===== src/core/acr_pkg.sv =====
/*
  acr_pkg: offsets, field positions, reset values and codes shared by the
  channel configuration register bank and its bus slave.
  assumes: an 8-bit register space reached by word index over a 32-bit bus.
*/
package acr_pkg;

  // register indices are word indices, not byte offsets, so byte address = 4 * index
  localparam logic [7:0] ACR_IDX_CH3_GAIN_TRIM = 8'h49;
  localparam logic [7:0] ACR_IDX_CH3_PHASE_TRIM = 8'h4A;
  localparam logic [7:0] ACR_IDX_CH4_INPUT_SETUP = 8'h4B;
  localparam logic [7:0] ACR_IDX_CH4_ANALOG_GAIN = 8'h4C;
  localparam logic [7:0] ACR_IDX_CH4_DIGITAL_VOLUME = 8'h4D;
  // extra register holding the global agc configuration bit that enabled agc follows
  localparam logic [7:0] ACR_IDX_AGC_GLOBAL_CFG = 8'h6C;
  // status register showing the decoded, effective controls
  localparam logic [7:0] ACR_IDX_EFFECT_STATUS = 8'h70;

  // reset values
  localparam logic [7:0] ACR_RST_CH3_GAIN_TRIM = 8'h80;
  localparam logic [7:0] ACR_RST_CH3_PHASE_TRIM = 8'h00;
  localparam logic [7:0] ACR_RST_CH4_INPUT_SETUP = 8'h00;
  localparam logic [7:0] ACR_RST_CH4_ANALOG_GAIN = 8'h00;
  localparam logic [7:0] ACR_RST_CH4_DIGITAL_VOLUME = 8'hC9;
  localparam logic [7:0] ACR_RST_AGC_GLOBAL_CFG = 8'h00;

  // writable-bit masks; zero bits are reserved and read zero
  localparam logic [7:0] ACR_MASK_GAIN_TRIM = 8'hF0;
  localparam logic [7:0] ACR_MASK_PHASE_TRIM = 8'hFF;
  localparam logic [7:0] ACR_MASK_INPUT_SETUP = 8'hFD;
  localparam logic [7:0] ACR_MASK_ANALOG_GAIN = 8'hFC;
  localparam logic [7:0] ACR_MASK_DIGITAL_VOLUME = 8'hFF;
  localparam logic [7:0] ACR_MASK_AGC_GLOBAL = 8'h08;

  // field positions
  localparam int ACR_POS_GAIN_TRIM = 4;
  localparam int ACR_POS_LINE_SEL = 7;
  localparam int ACR_POS_SOURCE = 5;
  localparam int ACR_POS_COUPLING = 4;
  localparam int ACR_POS_IMPEDANCE = 2;
  localparam int ACR_POS_AUTO_GAIN = 0;
  localparam int ACR_POS_CHAN_GAIN = 2;
  localparam int ACR_POS_AGC_GLOBAL = 3;

  // code limits
  localparam logic [3:0] ACR_GAIN_TRIM_ZERO_DB = 4'h8;
  localparam logic [5:0] ACR_CHAN_GAIN_MAX = 6'h2A;
  localparam logic [7:0] ACR_VOLUME_MUTE = 8'h00;

  // input source codes
  typedef enum logic [1:0] {
    ACR_SRC_ANALOG_DIFF = 2'h0,
    ACR_SRC_ANALOG_SE = 2'h1,
    ACR_SRC_PDM = 2'h2,
    ACR_SRC_RESERVED = 2'h3
  } acr_src_t;

  // impedance codes
  localparam logic [1:0] ACR_IMP_RESERVED = 2'h3;

endpackage : acr_pkg


===== src/core/acr_field_reg.sv =====
/*
  acr_field_reg: one 8-bit configuration register with a writable-bit mask.
  assumes: write strobe is one cycle and synchronous to clock.
*/
`timescale 1ns/1ps
module acr_field_reg #(
  parameter logic [7:0] RESET_VALUE = 8'h00,
  parameter logic [7:0] WRITE_MASK = 8'hFF
) (
  input wire logic clock, // system clock
  input wire logic sys_rst, // synchronous reset, active high
  input wire logic wr_en, // one-cycle write strobe
  input wire logic [7:0] wr_data, // value to store
  output logic [7:0] value_q // stored value, reserved bits zero
);

  typedef struct packed {
    logic [7:0] value;
  } acr_freg_t;

  acr_freg_t state_q;
  acr_freg_t state_d;

  // masked store keeps reserved positions at zero
  always_comb
  begin
    state_d = state_q;
    if (wr_en)
    begin
      state_d.value = wr_data & WRITE_MASK;
    end
  end

  always_ff @(posedge clock)
  begin
    if (sys_rst)
    begin
      state_q.value <= RESET_VALUE & WRITE_MASK;
    end
    else
    begin
      state_q <= state_d;
    end
  end

  assign value_q = state_q.value;

endmodule : acr_field_reg


===== src/core/acr_channel_cfg.sv =====
/*
  acr_channel_cfg: channel 3 trim and channel 4 input, gain, volume and
  agc configuration bank behind a classic wishbone slave.
  assumes: single clock domain; the front end, agc engine and volume
  datapath consume the decoded outputs; software configures pin muxing.
*/
// What this block does
// - gain trim field bits 7-4; code 8 is 0 dB, 0.1 dB per step.
// - gain trim resets to 8; its low four bits read zero.
// - phase delay field delays by code modulator cycles, zero none, resets zero.
// - bit 7 selects microphone (0) or line (1) input, resets 0.
// - bits 6-5 pick analog differential, single-ended or pdm; 3 reserved.
// - bit 4 selects ac or dc coupling, only for analog sources.
// - bits 3-2 pick 2.5k, 10k or 20k impedance; 3 reserved.
// - bit 0 enables agc per global config bit 3; bit 1 reads zero.
// - bits 7-2 channel gain 0 to 42 dB; 43-63 reserved.
// - volume mutes at 0, 0 dB at 201, resets to 201.
`timescale 1ns/1ps
module acr_channel_cfg
  import acr_pkg::*;
(
  input wire logic clock, // 100 MHz system clock
  input wire logic sys_rst, // synchronous reset, active high
  input wire logic wb_cyc_i, // wishbone cycle
  input wire logic wb_stb_i, // wishbone strobe
  input wire logic wb_we_i, // wishbone write enable
  input wire logic [31:0] wb_adr_i, // wishbone byte address
  input wire logic [3:0] wb_sel_i, // wishbone byte lanes
  input wire logic [31:0] wb_dat_i, // wishbone write data
  output logic [31:0] wb_dat_o, // wishbone read data
  output logic wb_ack_o, // wishbone acknowledge
  output logic wb_err_o, // unmapped address answer
  output logic [3:0] ch3_gain_trim_code, // ch3 gain trim code
  output logic [7:0] ch3_phase_delay_code, // ch3 phase delay in modulator cycles
  output logic ch4_line_select, // ch4 line input when high
  output logic [1:0] ch4_source_select, // ch4 source code as stored
  output logic ch4_analog_active, // ch4 uses an analog source
  output logic ch4_pdm_active, // ch4 uses the pdm source
  output logic coupling_a, // coupling_a coupling, analog only
  output logic [1:0] ch4_impedance_select, // ch4 impedance code as stored
  output logic ch4_impedance_valid, // ch4 impedance code defined and analog
  output logic ch4_auto_gain_on, // ch4 agc effectively running
  output logic [5:0] code_b, // ch4 channel gain, clamped to defined range
  output logic [7:0] ch4_volume_code, // ch4 digital volume code
  output logic ch4_volume_muted // ch4 volume at mute code
);

  typedef struct packed {
    logic ack;
    logic err;
    logic [31:0] rdata;
    logic [3:0] trim;
    logic [7:0] phase;
    logic line_sel;
    logic [1:0] src;
    logic an_act;
    logic pdm_act;
    logic dc;
    logic [1:0] imp;
    logic imp_ok;
    logic agc;
    logic [5:0] gain;
    logic [7:0] vol;
    logic muted;
  } acr_state_t;

  acr_state_t state_q;
  acr_state_t state_d;

  logic [7:0] idx;
  logic req;
  logic wr_go;
  logic [7:0] wdata;
  logic [7:0] r_trim;
  logic [7:0] r_phase;
  logic [7:0] r_setup;
  logic [7:0] r_gain;
  logic [7:0] r_vol;
  logic [7:0] r_agc;
  logic [7:0] eff_status;
  logic mapped;
  logic [5:0] wr_sel;

  // word index decode; only the low lane carries data, upper bits read zero
  assign idx = wb_adr_i[9:2];
  assign req = wb_cyc_i && wb_stb_i && !state_q.ack && !state_q.err;
  assign wdata = wb_dat_i[7:0];
  assign wr_go = req && wb_we_i && mapped && wb_sel_i[0];

  always_comb
  begin
    mapped = 1'b1;
    wr_sel = 6'h00;
    case (idx)
      ACR_IDX_CH3_GAIN_TRIM: wr_sel[0] = wr_go;
      ACR_IDX_CH3_PHASE_TRIM: wr_sel[1] = wr_go;
      ACR_IDX_CH4_INPUT_SETUP: wr_sel[2] = wr_go;
      ACR_IDX_CH4_ANALOG_GAIN: wr_sel[3] = wr_go;
      ACR_IDX_CH4_DIGITAL_VOLUME: wr_sel[4] = wr_go;
      ACR_IDX_AGC_GLOBAL_CFG: wr_sel[5] = wr_go;
      ACR_IDX_EFFECT_STATUS: wr_sel = 6'h00;
      default: mapped = 1'b0;
    endcase
  end

  // storage; masks drop reserved bits so they read zero
  acr_field_reg #(.RESET_VALUE(ACR_RST_CH3_GAIN_TRIM), .WRITE_MASK(ACR_MASK_GAIN_TRIM))
    u_trim (.clock(clock), .sys_rst(sys_rst), .wr_en(wr_sel[0]), .wr_data(wdata),
            .value_q(r_trim));
  acr_field_reg #(.RESET_VALUE(ACR_RST_CH3_PHASE_TRIM), .WRITE_MASK(ACR_MASK_PHASE_TRIM))
    u_phase (.clock(clock), .sys_rst(sys_rst), .wr_en(wr_sel[1]), .wr_data(wdata),
             .value_q(r_phase));
  acr_field_reg #(.RESET_VALUE(ACR_RST_CH4_INPUT_SETUP), .WRITE_MASK(ACR_MASK_INPUT_SETUP))
    u_setup (.clock(clock), .sys_rst(sys_rst), .wr_en(wr_sel[2]), .wr_data(wdata),
             .value_q(r_setup));
  acr_field_reg #(.RESET_VALUE(ACR_RST_CH4_ANALOG_GAIN), .WRITE_MASK(ACR_MASK_ANALOG_GAIN))
    u_gain (.clock(clock), .sys_rst(sys_rst), .wr_en(wr_sel[3]), .wr_data(wdata),
            .value_q(r_gain));
  acr_field_reg #(.RESET_VALUE(ACR_RST_CH4_DIGITAL_VOLUME),
                  .WRITE_MASK(ACR_MASK_DIGITAL_VOLUME))
    u_vol (.clock(clock), .sys_rst(sys_rst), .wr_en(wr_sel[4]), .wr_data(wdata),
           .value_q(r_vol));
  acr_field_reg #(.RESET_VALUE(ACR_RST_AGC_GLOBAL_CFG), .WRITE_MASK(ACR_MASK_AGC_GLOBAL))
    u_agc (.clock(clock), .sys_rst(sys_rst), .wr_en(wr_sel[5]), .wr_data(wdata),
           .value_q(r_agc));

  // effective controls as seen by downstream logic, readable for debug
  assign eff_status = {state_q.muted, state_q.agc, state_q.imp_ok, state_q.dc,
                       state_q.pdm_act, state_q.an_act, 2'h0};

  // decode, bus answer and output registering
  always_comb
  begin
    logic [1:0] src;
    logic analog;
    logic [5:0] gain_code;
    src = r_setup[ACR_POS_SOURCE +: 2];
    analog = (src == ACR_SRC_ANALOG_DIFF) || (src == ACR_SRC_ANALOG_SE);
    gain_code = r_gain[ACR_POS_CHAN_GAIN +: 6];
    state_d = state_q;
    state_d.trim = r_trim[ACR_POS_GAIN_TRIM +: 4];
    state_d.phase = r_phase;
    state_d.line_sel = r_setup[ACR_POS_LINE_SEL];
    state_d.src = src;
    state_d.an_act = analog;
    state_d.pdm_act = (src == ACR_SRC_PDM);
    // coupling and impedance only mean something for an analog source
    state_d.dc = analog && r_setup[ACR_POS_COUPLING];
    state_d.imp = r_setup[ACR_POS_IMPEDANCE +: 2];
    state_d.imp_ok = analog && (r_setup[ACR_POS_IMPEDANCE +: 2] != ACR_IMP_RESERVED);
    // agc runs only when both the channel enable and global bit are set
    state_d.agc = r_setup[ACR_POS_AUTO_GAIN] && r_agc[ACR_POS_AGC_GLOBAL];
    // reserved gain codes held at the top defined step, never beyond 42 dB
    state_d.gain = (gain_code > ACR_CHAN_GAIN_MAX) ? ACR_CHAN_GAIN_MAX : gain_code;
    state_d.vol = r_vol;
    state_d.muted = (r_vol == ACR_VOLUME_MUTE);
    // ack for one cycle; the master must drop stb before the next request
    state_d.ack = req && mapped;
    state_d.err = req && !mapped;
    state_d.rdata = 32'h0000_0000;
    if (req && !wb_we_i)
    begin
      case (idx)
        ACR_IDX_CH3_GAIN_TRIM: state_d.rdata[7:0] = r_trim;
        ACR_IDX_CH3_PHASE_TRIM: state_d.rdata[7:0] = r_phase;
        ACR_IDX_CH4_INPUT_SETUP: state_d.rdata[7:0] = r_setup;
        ACR_IDX_CH4_ANALOG_GAIN: state_d.rdata[7:0] = r_gain;
        ACR_IDX_CH4_DIGITAL_VOLUME: state_d.rdata[7:0] = r_vol;
        ACR_IDX_AGC_GLOBAL_CFG: state_d.rdata[7:0] = r_agc;
        ACR_IDX_EFFECT_STATUS: state_d.rdata[7:0] = eff_status;
        default: state_d.rdata = 32'h0000_0000;
      endcase
    end
  end

  always_ff @(posedge clock)
  begin
    if (sys_rst)
    begin
      state_q <= '0;
      state_q.trim <= ACR_GAIN_TRIM_ZERO_DB;
      state_q.vol <= ACR_RST_CH4_DIGITAL_VOLUME;
      state_q.an_act <= 1'b1;
      state_q.imp_ok <= 1'b1;
    end
    else
    begin
      state_q <= state_d;
    end
  end

  assign wb_ack_o = state_q.ack;
  assign wb_err_o = state_q.err;
  assign wb_dat_o = state_q.rdata;
  assign ch3_gain_trim_code = state_q.trim;
  assign ch3_phase_delay_code = state_q.phase;
  assign ch4_line_select = state_q.line_sel;
  assign ch4_source_select = state_q.src;
  assign ch4_analog_active = state_q.an_act;
  assign ch4_pdm_active = state_q.pdm_act;
  assign coupling_a = state_q.dc;
  assign ch4_impedance_select = state_q.imp;
  assign ch4_impedance_valid = state_q.imp_ok;
  assign ch4_auto_gain_on = state_q.agc;
  assign code_b = state_q.gain;
  assign ch4_volume_code = state_q.vol;
  assign ch4_volume_muted = state_q.muted;

endmodule : acr_channel_cfg


===== config.mk =====
export PLATFORM = sky130hd
export DESIGN_NAME = acr_channel_cfg
export DESIGN_NICKNAME = d
export VERILOG_FILES = /design/src/core/acr_pkg.sv /design/src/core/acr_field_reg.sv /design/src/core/acr_channel_cfg.sv
export SDC_FILE = /design/constraint.sdc
export NUM_CORES = 1
export LEC_CHECK = 0
export BUFFER_PORTS_ARGS = -buffer_cell sky130_fd_sc_hd__buf_2
export CORE_MARGIN = 2
export CORE_UTILIZATION = 45
export DETAILED_ROUTE_END_ITERATION = 7
export PLACE_DENSITY = 0.75
export SLEW_MARGIN = 30
export SYNTH_ARGS = -nofsm -noshare
export SYNTH_HDL_FRONTEND = slang
export SYNTH_HIERARCHICAL = 1
export SYNTH_SLANG_ARGS = --single-unit

===== constraint.sdc =====
create_clock -name clock -period 2.5 [get_ports clock]
set_input_delay 0 -clock clock [delete_from_list [all_inputs] [get_ports clock]]
set_output_delay 0 -clock clock [all_outputs]
set_load 0.005 [all_outputs]

[Word-level counts from Yosys, hierarchy flattened]
Index checks and enable logic that the tools add are counted.
Cells by class
  $lt $le $gt $ge: 1
  equal/unequal tests: 10
  mux-type cells: 9
  bitwise gates (word level): 1
  reductions and logical operators: 22
Operator list (number)
  == test 8 x 7 -> 1 bit (second input constant): 7
  case mux 8 bit (7 select lines): 1
  logical AND 1 bit: 12
  zero test 8 bit: 1
  two-way mux 1 bit: 7
  OR reduction 7 bit: 1
  greater-than comparator 6 bit (second input constant): 1
  two-way mux 6 bit: 1
  zero test 1 bit: 4
  OR reduction 2 bit: 2
  == test 2 x 1 -> 1 bit (second input constant): 1
  == test 2 bit (second input constant): 1
  zero test 2 bit: 1
  inequality test 2 bit (second input constant): 1
  logical OR 1 bit: 1
  inverter 1 bit: 1
Word-level totals
  register bits after elaboration: 105
  output and inout port bits: 71

[Longest topological paths before layout]
Gate-level depths: netlist (run 1).
  depth in word-level cells: 7
  gate-level depth with buffers: 8
  mapped depth without buffers: 6

[By module]
Netlist (run 1), hierarchy kept.
Modules (own cells, without submodules)
  acr_channel_cfg: times used 1, cells each 207, area each 2082.0 sq um, seq. area each 940.9 sq um
  acr_field_reg at u_vol: times used 1, cells each 26, area each 297.8 sq um, seq. area each 160.2 sq um
  acr_field_reg at u_phase: times used 1, cells each 26, area each 285.3 sq um, seq. area each 160.2 sq um
  acr_field_reg at u_setup: times used 1, cells each 24, area each 259.0 sq um, seq. area each 140.1 sq um
  acr_field_reg at u_gain: times used 1, cells each 22, area each 232.7 sq um, seq. area each 120.1 sq um
  acr_field_reg at u_trim: times used 1, cells each 18, area each 177.7 sq um, seq. area each 80.1 sq um
  acr_field_reg at u_agc: times used 1, cells each 11, area each 90.1 sq um, seq. area each 20.0 sq um

[Least setup slack after synthesis (run 1)]
No wires, ideal clock.
  path kind: input -> register
  from: in wb_adr_i[9]
  to: reg u_vol.state_q (netlist bit u_vol/value_q[3])
  arrival time: 1.607 ns
  required time: 2.380 ns
  setup slack: 0.774 ns
  cell stages on the path: 7
  buffers on the path: 1
  path through: nand4bb_4 -> a2111oi_2 -> nor2_1 -> nor3b_1 -> buf_6 -> nor2b_2 -> a211o_1
Between the ends
  cells in the longest elaborated chain, start to end: 6
  elaborated cells between the ends (all ways): 12
  classes of those cells: 7 x eq/ne; 2 x mux; 3 x reduce/logical
Ends and longest elaborated chain
  start: declaration: RTL line acr_channel_cfg.sv:27  | input wire logic [31:0] wb_adr_i,
  == test 8 x 7 -> 1 bit: RTL line acr_channel_cfg.sv:94  | case (idx)
  OR reduction 7 bit (no source line)
  two-way mux 1 bit: RTL line acr_channel_cfg.sv:94
  logical AND 1 bit (2 in series): RTL line acr_channel_cfg.sv:88  | assign wr_go = req && wb_we_i && mapped && wb_sel_i[0];
  two-way mux 1 bit (*): RTL line acr_channel_cfg.sv:94
  via wr_sel[4]: RTL line acr_channel_cfg.sv:82  | logic [5:0] wr_sel;
  end signal: assignment: RTL line acr_field_reg.sv:42  | state_q <= state_d;
  end: declaration: RTL line acr_field_reg.sv:21  | acr_freg_t state_q;
Mark *: on every way through the listed nets, which the timed path passes. The rest lies on a longest branch.
A chain may end at the register's enable or synchronous reset.

[Worst setup path in the final report (run 1)]
  from: reg state_q (netlist bit wb_ack_o)
  to: reg u_trim.state_q (netlist bit u_trim/value_q[4])
Between the ends
  cells in the longest elaborated chain, start to end: 7
Ends and longest elaborated chain
  start: declaration: RTL line acr_channel_cfg.sv:67  | acr_state_t state_q;
  start signal: assignment: RTL line acr_channel_cfg.sv:188  | state_q <= state_d;
  zero test 1 bit: RTL line acr_channel_cfg.sv:86  | assign req = wb_cyc_i && wb_stb_i && !state_q.ack && !state_q.err;
  logical AND 1 bit (2 in series): RTL line acr_channel_cfg.sv:86
  logical AND 1 bit (3 in series): RTL line acr_channel_cfg.sv:88
  two-way mux 1 bit: RTL line acr_channel_cfg.sv:94
  via wr_sel[0]: RTL line acr_channel_cfg.sv:82
  end signal: assignment: RTL line acr_field_reg.sv:42
  end: declaration: RTL line acr_field_reg.sv:21
The timed path passes the listed nets, and every way through them passes these cells.

==> results of run 1 <==
## flip-flops by register name (all words and copies together) (netlist names), 2 cells and up
name,cells
ch3_gain_trim_code,4
ch3_phase_delay_code,8
ch4_impedance_select,2
ch4_source_select,2
ch4_volume_code,8
code_b,6
u_gain/value_q,6
u_phase/value_q,8
u_setup/value_q,7
u_trim/value_q,4
u_vol/value_q,8
wb_dat_o,8
## metal layers
| metal | part of all wire | track usage | routed length [um] |
|---|---|---|---|
| met3 | 0.060 | 0.0506 | 426 |
| met5 | 0 | 0 | 0 |
| met2 | 0.47 | 0.293 | 3390 |
| met1 | 0.45 | 0.219 | 3250 |
| met4 | 0.011 | 0.0631 | 76 |
## cells by family (layout without fill, tap and decap cells)
family / count (synthesis) / in the layout / share of synthesized area
other cells: 5 / 38 / 0.00548
simple gates: 103 / 103 / 0.179
compound gates: 49 / 49 / 0.113
flops: 81 / 81 / 0.474
buf+inv: 57 / 104 / 0.114
mux: 39 / 39 / 0.115
## cells in the mapped netlist (5+ instances only)
library cell and n:
a21oi_1 11, o2bb2ai_1 8, nor3b_1 6, nor2b_1 27
a22oi_1 14, nor2_1 37, or2_2 5, dfxtp_1 81
mux2i_1 37, clkbuf_1 6, a22o_1 6, buf_4 38
conb_1 5
## layout by cell type (no fill, tap or decap), drive strengths merged, types with 2 or more instances in the layout
cell	instances
a211o	5
nor3	4
nor2	37
dlygate4sd3	8
a22o	6
conb	38
nand2	4
nor3b	7
buf	77
nand2b	2
and3	3
clkinv	3
a22oi	14
a21oi	11
clkbuf	9
dfxtp	81
mux2i	37
o2bb2ai	8
inv	6
mux2	2
nor4	3
or2	5
nor2b	30
## worst register-to-register path: stages (launching register included)
cell,delay (ps)
dfxtp_1,320
nor4bb_1,440
and3_1,280
nand2_1,70
nor4_1,310
buf_4,240
mux2i_1,190
nor2_1,50
## worst max-delay path by stage
stage | slack, ps | endpoint | depth (start not counted) | start
floorplan | 770 | u_vol/value_q[3] | 7 | wb_adr_i[9]
global placement | 490 | u_trim/value_q[4] | 7 | wb_ack_o
detailed placement | 490 | u_trim/value_q[4] | 7 | wb_ack_o
CTS | 470 | u_trim/value_q[4] | 7 | wb_ack_o
global route | 300 | u_trim/value_q[4] | 7 | wb_ack_o
finish | 470 | u_trim/value_q[4] | 7 | wb_ack_o
## through the flow
stage	power (uW)	worst slack, ps
CTS	2410	469
global placement	1430	490
finish	2400	469
floorplan	1420	774
detailed placement	1430	492
global route	2490	303
## layout make-up
type	instances	area, um2
fillers	707	3300
multi-input cells	229	1540
flip-flops and latches	81	1620
clock inverters	7	85.1
well taps	99	124
clock buffers	9	124
inverters	3	11.3
repair buffers	85	488
## where the power goes
part           internal [uW]  switching [uW]  total, uW
Clock                    480             507        987
Sequential              1290           0.388       1290
Combinational           43.2            76.8        120
==> metrics.cfg, run 1 <==
[status]
status = completed

[worst_setup_path]
crit_slowest_cell = nor4bb_1
end_kind = flop
cpLargestDelayFamily = simple AND/OR/NAND/NOR gates
startpoint_type = flop
r2r_end = u_trim/value_q[4]
worstReg2RegStart = wb_ack_o
regToRegSetupSlack_ps = 470
path_max_fanout = 5
required_ps = 2720
critPathArrivalTime_ps = 2250
cp_cell_sequence = nor4bb_1 > and3_1 > nand2_1 > nor4_1 > buf_4 > mux2i_1 > nor2_1
crit_type = flop to flop
critical_path_buf_inv_count = 1
r2r_cells = 7
slowest_delay_ps = 440

[min_path]
hold_start = wb_we_i
hp-class = input port to flop
whs_path_depth = 4
whs_endpoint = wb_dat_o[0]

[cts]
clkTransAtPathRegs_ps = 80
post_cts_buffers = 0
cts.hold.buffers_added = 8
cts-buffers-inserted = 9
cts-resized-gates = 0
cts_max_level = 3
cts_tree = yes
clk_root_buffer_cell = clkbuf_8
worstSkewPairLatency_ps = 360
cts.path.max_buffers = 2
cts.sinks = 81

[timing]
setup_violations = 0
min_period_over_period = 0.812
drv_slew = 0
period_minus_slack_ps = 2030
hold_ws_ps = 54.2
worstMarginPinSlew_ps = 820
rsz0062_at_grt = false
max_slew_margin = 0.454
fin_tns_setup_ps = 0
finClkSkew_ps = 11.5
max_freq_ghz = 0.492
hold_violations = 0

[synthesis]
ys_async_sr_fraction = 0
yosysTopAreaCellShare = 0.474
synth.avg_cell_area_um2 = 10.3
ys_seq_elements = 81
syn_inst = 334
ys_seq_area_frac = 0.474
synthFlopType = dfxtp_1
synth_edf_count = 0
synth.cell_area_um2 = 3420
yosys-top-cells-area = dfxtp_1, mux2i_1, buf_4, nor2b_1, nor2_1
yosys.area.top_type = dfxtp_1
synth_warnings = 6
yosysUniqueCellTypes = 44

[detailed_routing]
drtIter0Drc = 135
first_pass_iters = 4
routed_wirelength_um = 7140
route.detailed.drc = 0
ant_nets = 0
routedWlPerCell_um = 13.9
via_per_inst = 4.78
vias = 2454

[global_routing]
grt_max_degree = 49
grt_pass1_vias = 2344
grt_usage = 0.177
antenna_found_initial = 0
grt_first_pass_wirelength_um = 11500
grt_remaining_overflow = 0

[die]
rows = 31
pin_count = 144
start_util = 0.470
die_x_um = 91.2
dieArea_um2 = 8320
die_h_um = 91.2
core_um2 = 7290

[power_and_ir_drop]
ir_drop_mv = 0.320
leakagePower_uw = 0.00167
power_density_nw_per_um2 = 601

[placement]
port_buffers = 68
dp.cells = 489
hpwl_um = 5050
place_area_um2 = 3700
place_congestion = 0.868

[cells_and_area]
fin_cells = 513
nets = 482
area_delta_synth_final_pct = 16.5
fin_area_um2 = 3990
drive_gt1_frac = 0.273
n_antenna_cell = 0
postLayoutCoreUtil = 0.547

[run]
max_cap_violations = 0

Power figures use the tool's default switching activity.
==> run 2: changes to the inputs <==
Clock period 2.5 ns to 2.1 ns, I/O delays scaled along.
==> metrics.cfg, run 2 (synthesis gave the netlist of run 1 again) <==
[global_routing]
grt_remaining_overflow = 0  ; unchanged
grt_first_pass_wirelength_um = 11400  ; was 11500 um
grt_max_degree = 29  ; was 49
grt_pass1_vias = 2359  ; was 2344
antenna_found_initial = 0  ; unchanged
grt_usage = 0.173  ; was 0.177

[cts]
cts-buffers-inserted = 9  ; unchanged
cts.sinks = 81  ; unchanged
cts_max_level = 3  ; unchanged
cts.path.max_buffers = 2  ; unchanged
cts_tree = yes  ; unchanged
clkTransAtPathRegs_ps = 80  ; about the same
worstSkewPairLatency_ps = 340  ; was 360 ps
clk_root_buffer_cell = clkbuf_8  ; unchanged

[worst_setup_path]
startpoint = wb_ack_o  ; unchanged
r2r_cells = 7  ; unchanged
worstSetupEndpoint = u_trim/value_q[7]  ; was u_trim/value_q[4]
worstReg2RegStart = wb_ack_o  ; unchanged
cp_cell_sequence = nor4bb_2 > and3_1 > nand2_1 > nor4_2 > buf_4 > nor2b_2 > a211o_1  ; was nor4bb_1 > and3_1 > nand2_1 > nor4_1 > buf_4 > mux2i_1 > nor2_1
startpoint_type = flop  ; unchanged
critPathArrivalTime_ps = 2120  ; was 2250 ps
path_max_fanout = 5  ; unchanged
crit_slowest_cell = nor4bb_2  ; was nor4bb_1
required_ps = 2340  ; was 2720 ps
slowest_delay_ps = 400  ; was 440 ps
crit_type = flop to flop  ; unchanged
end_kind = flop  ; unchanged
r2r_end = u_trim/value_q[7]  ; was u_trim/value_q[4]
regToRegSetupSlack_ps = 220  ; was 470 ps

[timing]
fin_ws_ps = 224  ; was 469 ps
setup_violations = 0  ; unchanged
fin_tns_setup_ps = 0  ; unchanged
worstMarginPinSlew_ps = 636  ; was 820 ps
max_slew_margin = 0.575  ; was 0.454
rsz0062_at_grt = false  ; unchanged
finClkSkew_ps = 7.14  ; was 11.5 ps
period_minus_slack_ps = 1880  ; was 2030 ps
max_freq_ghz = 0.533  ; was 0.492 GHz
hold_ws_ps = 60.7  ; was 54.2 ps
hold_violations = 0  ; unchanged
drv_slew = 0  ; unchanged
min_period_over_period = 0.893  ; was 0.812

[power_and_ir_drop]
power_density_nw_per_um2 = 727  ; was 601 nW/um2
leakagePower_uw = 0.00169  ; was 0.00167 uW
ir_drop_mv = 0.272  ; was 0.320 mV

[run]
max_cap_violations = 0  ; unchanged

[cells_and_area]
area_delta_synth_final_pct = 18.3  ; was 16.5%
n_antenna_cell = 0  ; unchanged
postLayoutCoreUtil = 0.555  ; was 0.547
fin_cells = 517  ; was 513
layout_commonest_cell = dfxtp_1  ; unchanged
nets = 486  ; was 482
mostFrequentLayoutCells = dfxtp_1, buf_2, conb_1  ; unchanged
drive_gt1_frac = 0.285  ; was 0.273

[die]
core_um2 = 7290  ; unchanged
rows = 31  ; unchanged
start_util = 0.470  ; unchanged
pin_count = 144  ; unchanged
dieArea_um2 = 8320  ; unchanged
die_h_um = 91.2  ; unchanged
die_x_um = 91.2  ; unchanged

[min_path]
hp-class = input port to flop  ; unchanged

[detailed_routing]
ant_nets = 0  ; unchanged
routed_wirelength_um = 7110  ; was 7140 um
routedWlPerCell_um = 13.7  ; was 13.9 um
vias = 2466  ; was 2454
via_per_inst = 4.77  ; was 4.78
first_pass_iters = 4  ; unchanged
route.detailed.drc = 0  ; unchanged
drtIter0Drc = 164  ; was 135

[placement]
post-place-ws_ps = -5.45  ; was 492 ps
hpwl_um = 5230  ; was 5050 um
dp.cells = 493  ; was 489
port_buffers = 68  ; unchanged
place_congestion = 0.865  ; was 0.868

[status]
status = completed  ; unchanged

-- run 2: layer usage --
metal | global-route usage | wire [um] | vias up
met5 | 0 | 0 | -
met4 | 0.0606 | 93 | 0
met3 | 0.0349 | 395 | 10
met2 | 0.299 | 3470 | 79
met1 | 0.215 | 3150 | 1144
li1 | - | - | 1233
-- run 2: worst min-delay path by stage --
stage | from | to | slack (ps) | cells past startpoint
floorplan | sys_rst | u_agc/value_q[3] | 70 | 1
global placement | wb_dat_i[0] | u_vol/value_q[0] | 280 | 2
detailed placement | wb_dat_i[0] | u_vol/value_q[0] | 280 | 2
CTS | wb_we_i | wb_dat_o[3] | 50 | 4
global route | sys_rst | u_vol/value_q[2] | 80 | 2
finish | wb_we_i | wb_dat_o[3] | 60 | 4
-- run 2: repair_timing --
action,CTS,global route
hold buffers,8,0
buffers inserted,0,0
setup endpoints to repair,2,4
endpoints found under the hold margin,26,0
resized for setup,1,1
-- run 2: worst max-delay path, delay by kind of cell (launching register included) --
kind,cells,cell delay (ps)
flip-flops,1,320
AND/OR/NAND/NOR,5,1020
buffers and inverters,1,220
AO/OA/AOI/OAI,1,210
-- run 2: final cells by class --
| type | instances | area (um2) |
|---|---|---|
| clock buffer | 10 | 138 |
| clock inverter | 6 | 90.1 |
| fill | 679 | 3240 |
| inverter | 3 | 11.3 |
| multi-input combinational | 229 | 1550 |
| sequential | 81 | 1620 |
| tap | 99 | 124 |
| timing repair buffer | 89 | 518 |
-- run 2: where the power goes --
| group | internal, uW | switching (uW) | total [uW] |
|---|---|---|---|
| logic | 56.1 | 91.9 | 148 |
| registers | 1540 | 0.600 | 1540 |
| clock network | 706 | 553 | 1260 |
-- run 2: per-stage QoR --
stage | power [uW] | instance area (um2)
4_1_cts | 2960 | 4040
5_1_grt | 3050 | 4050
3_5_place_dp | 1700 | 3730
3_3_place_gp | 1700 | 3730
2_1_floorplan | 1700 | 3550
6_report | 2940 | 4050
==> run 3: changes to the inputs <==
Settings changed: CELL_PAD_IN_SITES_DETAIL_PLACEMENT from default to 0, CELL_PAD_IN_SITES_GLOBAL_PLACEMENT from default to 1, CORE_UTILIZATION 45 to 35, PLACE_DENSITY 0.75 to 0.78.
==> metrics.cfg, run 3 (synthesis gave the netlist of run 1 again) <==
[detailed_routing]
vias = 2422  ; was 2466
via_per_inst = 4.40  ; was 4.77
routed_wirelength_um = 7550  ; was 7110 um
route.detailed.drc = 0  ; unchanged
drtIter0Drc = 96  ; was 164
first_pass_iters = 4  ; unchanged
routedWlPerCell_um = 13.7  ; about the same
ant_nets = 0  ; unchanged

[worst_setup_path]
regToRegSetupSlack_ps = 180  ; was 220 ps
cpLargestDelayFamily = simple AND/OR/NAND/NOR gates  ; unchanged
slowest_delay_ps = 370  ; was 400 ps
required_ps = 2300  ; was 2340 ps
path_max_fanout = 7  ; was 5
startpoint_type = flop  ; unchanged
critPathArrivalTime_ps = 2120  ; about the same
crit_slowest_cell = nor4bb_2  ; unchanged
critical_path_buf_inv_count = 1  ; unchanged
cp_cell_sequence = nor4bb_2 > and3_1 > nand4b_1 > nor2_1 > buf_4 > mux2i_1 > nor2_1  ; was nor4bb_2 > and3_1 > nand2_1 > nor4_2 > buf_4 > nor2b_2 > a211o_1
worstReg2RegStart = wb_ack_o  ; unchanged
end_kind = flop  ; unchanged
cpMostUsedCell = nor2_1
r2r_end = u_phase/value_q[2]  ; was u_trim/value_q[7]
r2r_cells = 7  ; unchanged
crit_type = flop to flop  ; unchanged

[global_routing]
grt_remaining_overflow = 0  ; unchanged
grt_first_pass_wirelength_um = 11700  ; was 11400 um
grt_usage = 0.146  ; was 0.173
grt_max_degree = 36  ; was 29
grt_pass1_vias = 2367  ; was 2359
antenna_found_initial = 0  ; unchanged

[placement]
port_buffers = 68  ; unchanged
place_congestion = 0.798  ; was 0.865
hpwl_um = 5490  ; was 5230 um

[cts]
cts.sinks = 81  ; unchanged
clk_root_buffer_cell = clkbuf_8  ; unchanged
cts_tree = yes  ; unchanged
clkTransAtPathRegs_ps = 80  ; about the same
cts.path.max_buffers = 2  ; unchanged
worstSkewPairLatency_ps = 340  ; about the same
cts_max_level = 3  ; unchanged
cts-buffers-inserted = 9  ; unchanged

[die]
die_x_um = 103  ; was 91.2 um
start_util = 0.355  ; was 0.470
rows = 36  ; was 31
pin_count = 144  ; unchanged
dieArea_um2 = 10600  ; was 8320 um2
core_um2 = 9640  ; was 7290 um2
die_h_um = 103  ; was 91.2 um

[cells_and_area]
drive_gt1_frac = 0.276  ; was 0.285
nets = 485  ; was 486
layout_commonest_cell = dfxtp_1  ; unchanged
area_delta_synth_final_pct = 17.9  ; was 18.3%
mostFrequentLayoutCells = dfxtp_1, buf_2, conb_1  ; unchanged
nFillCells = 979  ; was 679
n_antenna_cell = 0  ; unchanged

[timing]
drv_slew = 0  ; unchanged
worstMarginPinSlew_ps = 728  ; was 636 ps
hold_violations = 0  ; unchanged
min_period_over_period = 0.913  ; was 0.893
hold_ws_ps = 16.7  ; was 60.7 ps
finClkSkew_ps = 5.61  ; was 7.14 ps
rsz0062_at_grt = false  ; unchanged
fin_tns_setup_ps = 0  ; unchanged
max_freq_ghz = 0.522  ; was 0.533 GHz
setup_violations = 0  ; unchanged
max_slew_margin = 0.514  ; was 0.575
period_minus_slack_ps = 1920  ; was 1880 ps

[min_path]
hold_start = wb_dat_i[5]  ; was wb_we_i
whs_endpoint = u_gain/value_q[5]  ; was wb_dat_o[3]
whs_path_depth = 3  ; was 4
hp-class = input port to flop  ; unchanged

[power_and_ir_drop]
power_density_nw_per_um2 = 689  ; was 727 nW/um2
leakagePower_uw = 0.00167  ; was 0.00169 uW
ir_drop_mv = 0.254  ; was 0.272 mV

[run]
max_cap_violations = 0  ; unchanged

[status]
status = completed  ; unchanged

## run 3: cell count changes in the layout (fill, tap and decap cells not counted), sizes merged
cell	before	now
bufinv	2	1
clkbuf	10	13
clkinvlp	1	0
dlygate4sd3	8	7
inv	4	3
## run 3: layout make-up
class	instances	area, um2	share of cell area
inverters	3	11.3	0.00279
flip-flops and latches	81	1620	0.402
clock inverters	3	40.0	0.00992
multi-input cells	229	1540	0.382
repair buffers	88	508	0.126
clock buffers	13	149	0.0369
well taps	133	166	0.0412
## run 3: repair_timing
item,CTS,global route
hold endpoints to repair,20,0
setup buffers,0,0
hold buffers,7,0
endpoints found under the setup margin,0,7
resized for setup,0,1
## run 3: per-stage QoR
step,util,power [uW],std cells,instance area [um2],setup WS [ps]
floorplan,-,1700,367,3550,374
global placement,0.391,1700,527,3770,164
detailed placement,0.391,1710,527,3770,155
CTS,0.418,2810,550,4030,125
global route,0.419,2880,550,4040,9.05
finish,0.419,2780,550,4040,183
## run 3: worst min-delay path: stages
cell     delay [ps]
buf_2           160
mux2i_1          90
nor2_1           70
## run 3: power by group
group,internal (uW),leakage [uW],switching [uW]
logic,54.7,0.000925,91.7
registers,1540,0.000653,0.595
clock network,580,0.0000974,521
total,2170,0.00167,613
## run 3: worst max-delay path by stage
stage / depth (start not counted) / to / slack (ps) / startpoint
6_report: 7 / u_phase/value_q[2] / 180 / wb_ack_o
5_1_grt: 7 / u_phase/value_q[3] / 9 / wb_ack_o
4_1_cts: 7 / u_phase/value_q[2] / 130 / wb_ack_o
3_5_place_dp: 7 / u_phase/value_q[2] / 150 / wb_ack_o
3_3_place_gp: 7 / u_phase/value_q[5] / 160 / wb_ack_o
2_1_floorplan: 7 / u_vol/value_q[3] / 370 / wb_adr_i[9]
## run 3: per-layer routing
| layer | vias up | GRT usage | wire length, um |
|---|---|---|---|
| met2 | 73 | 0.248 | 3670 |
| met1 | 1118 | 0.177 | 3430 |
| li1 | 1227 | - | - |
| met5 | - | 0 | 0 |
| met3 | 4 | 0.0373 | 402 |
| met4 | 0 | 0.0557 | 55 |
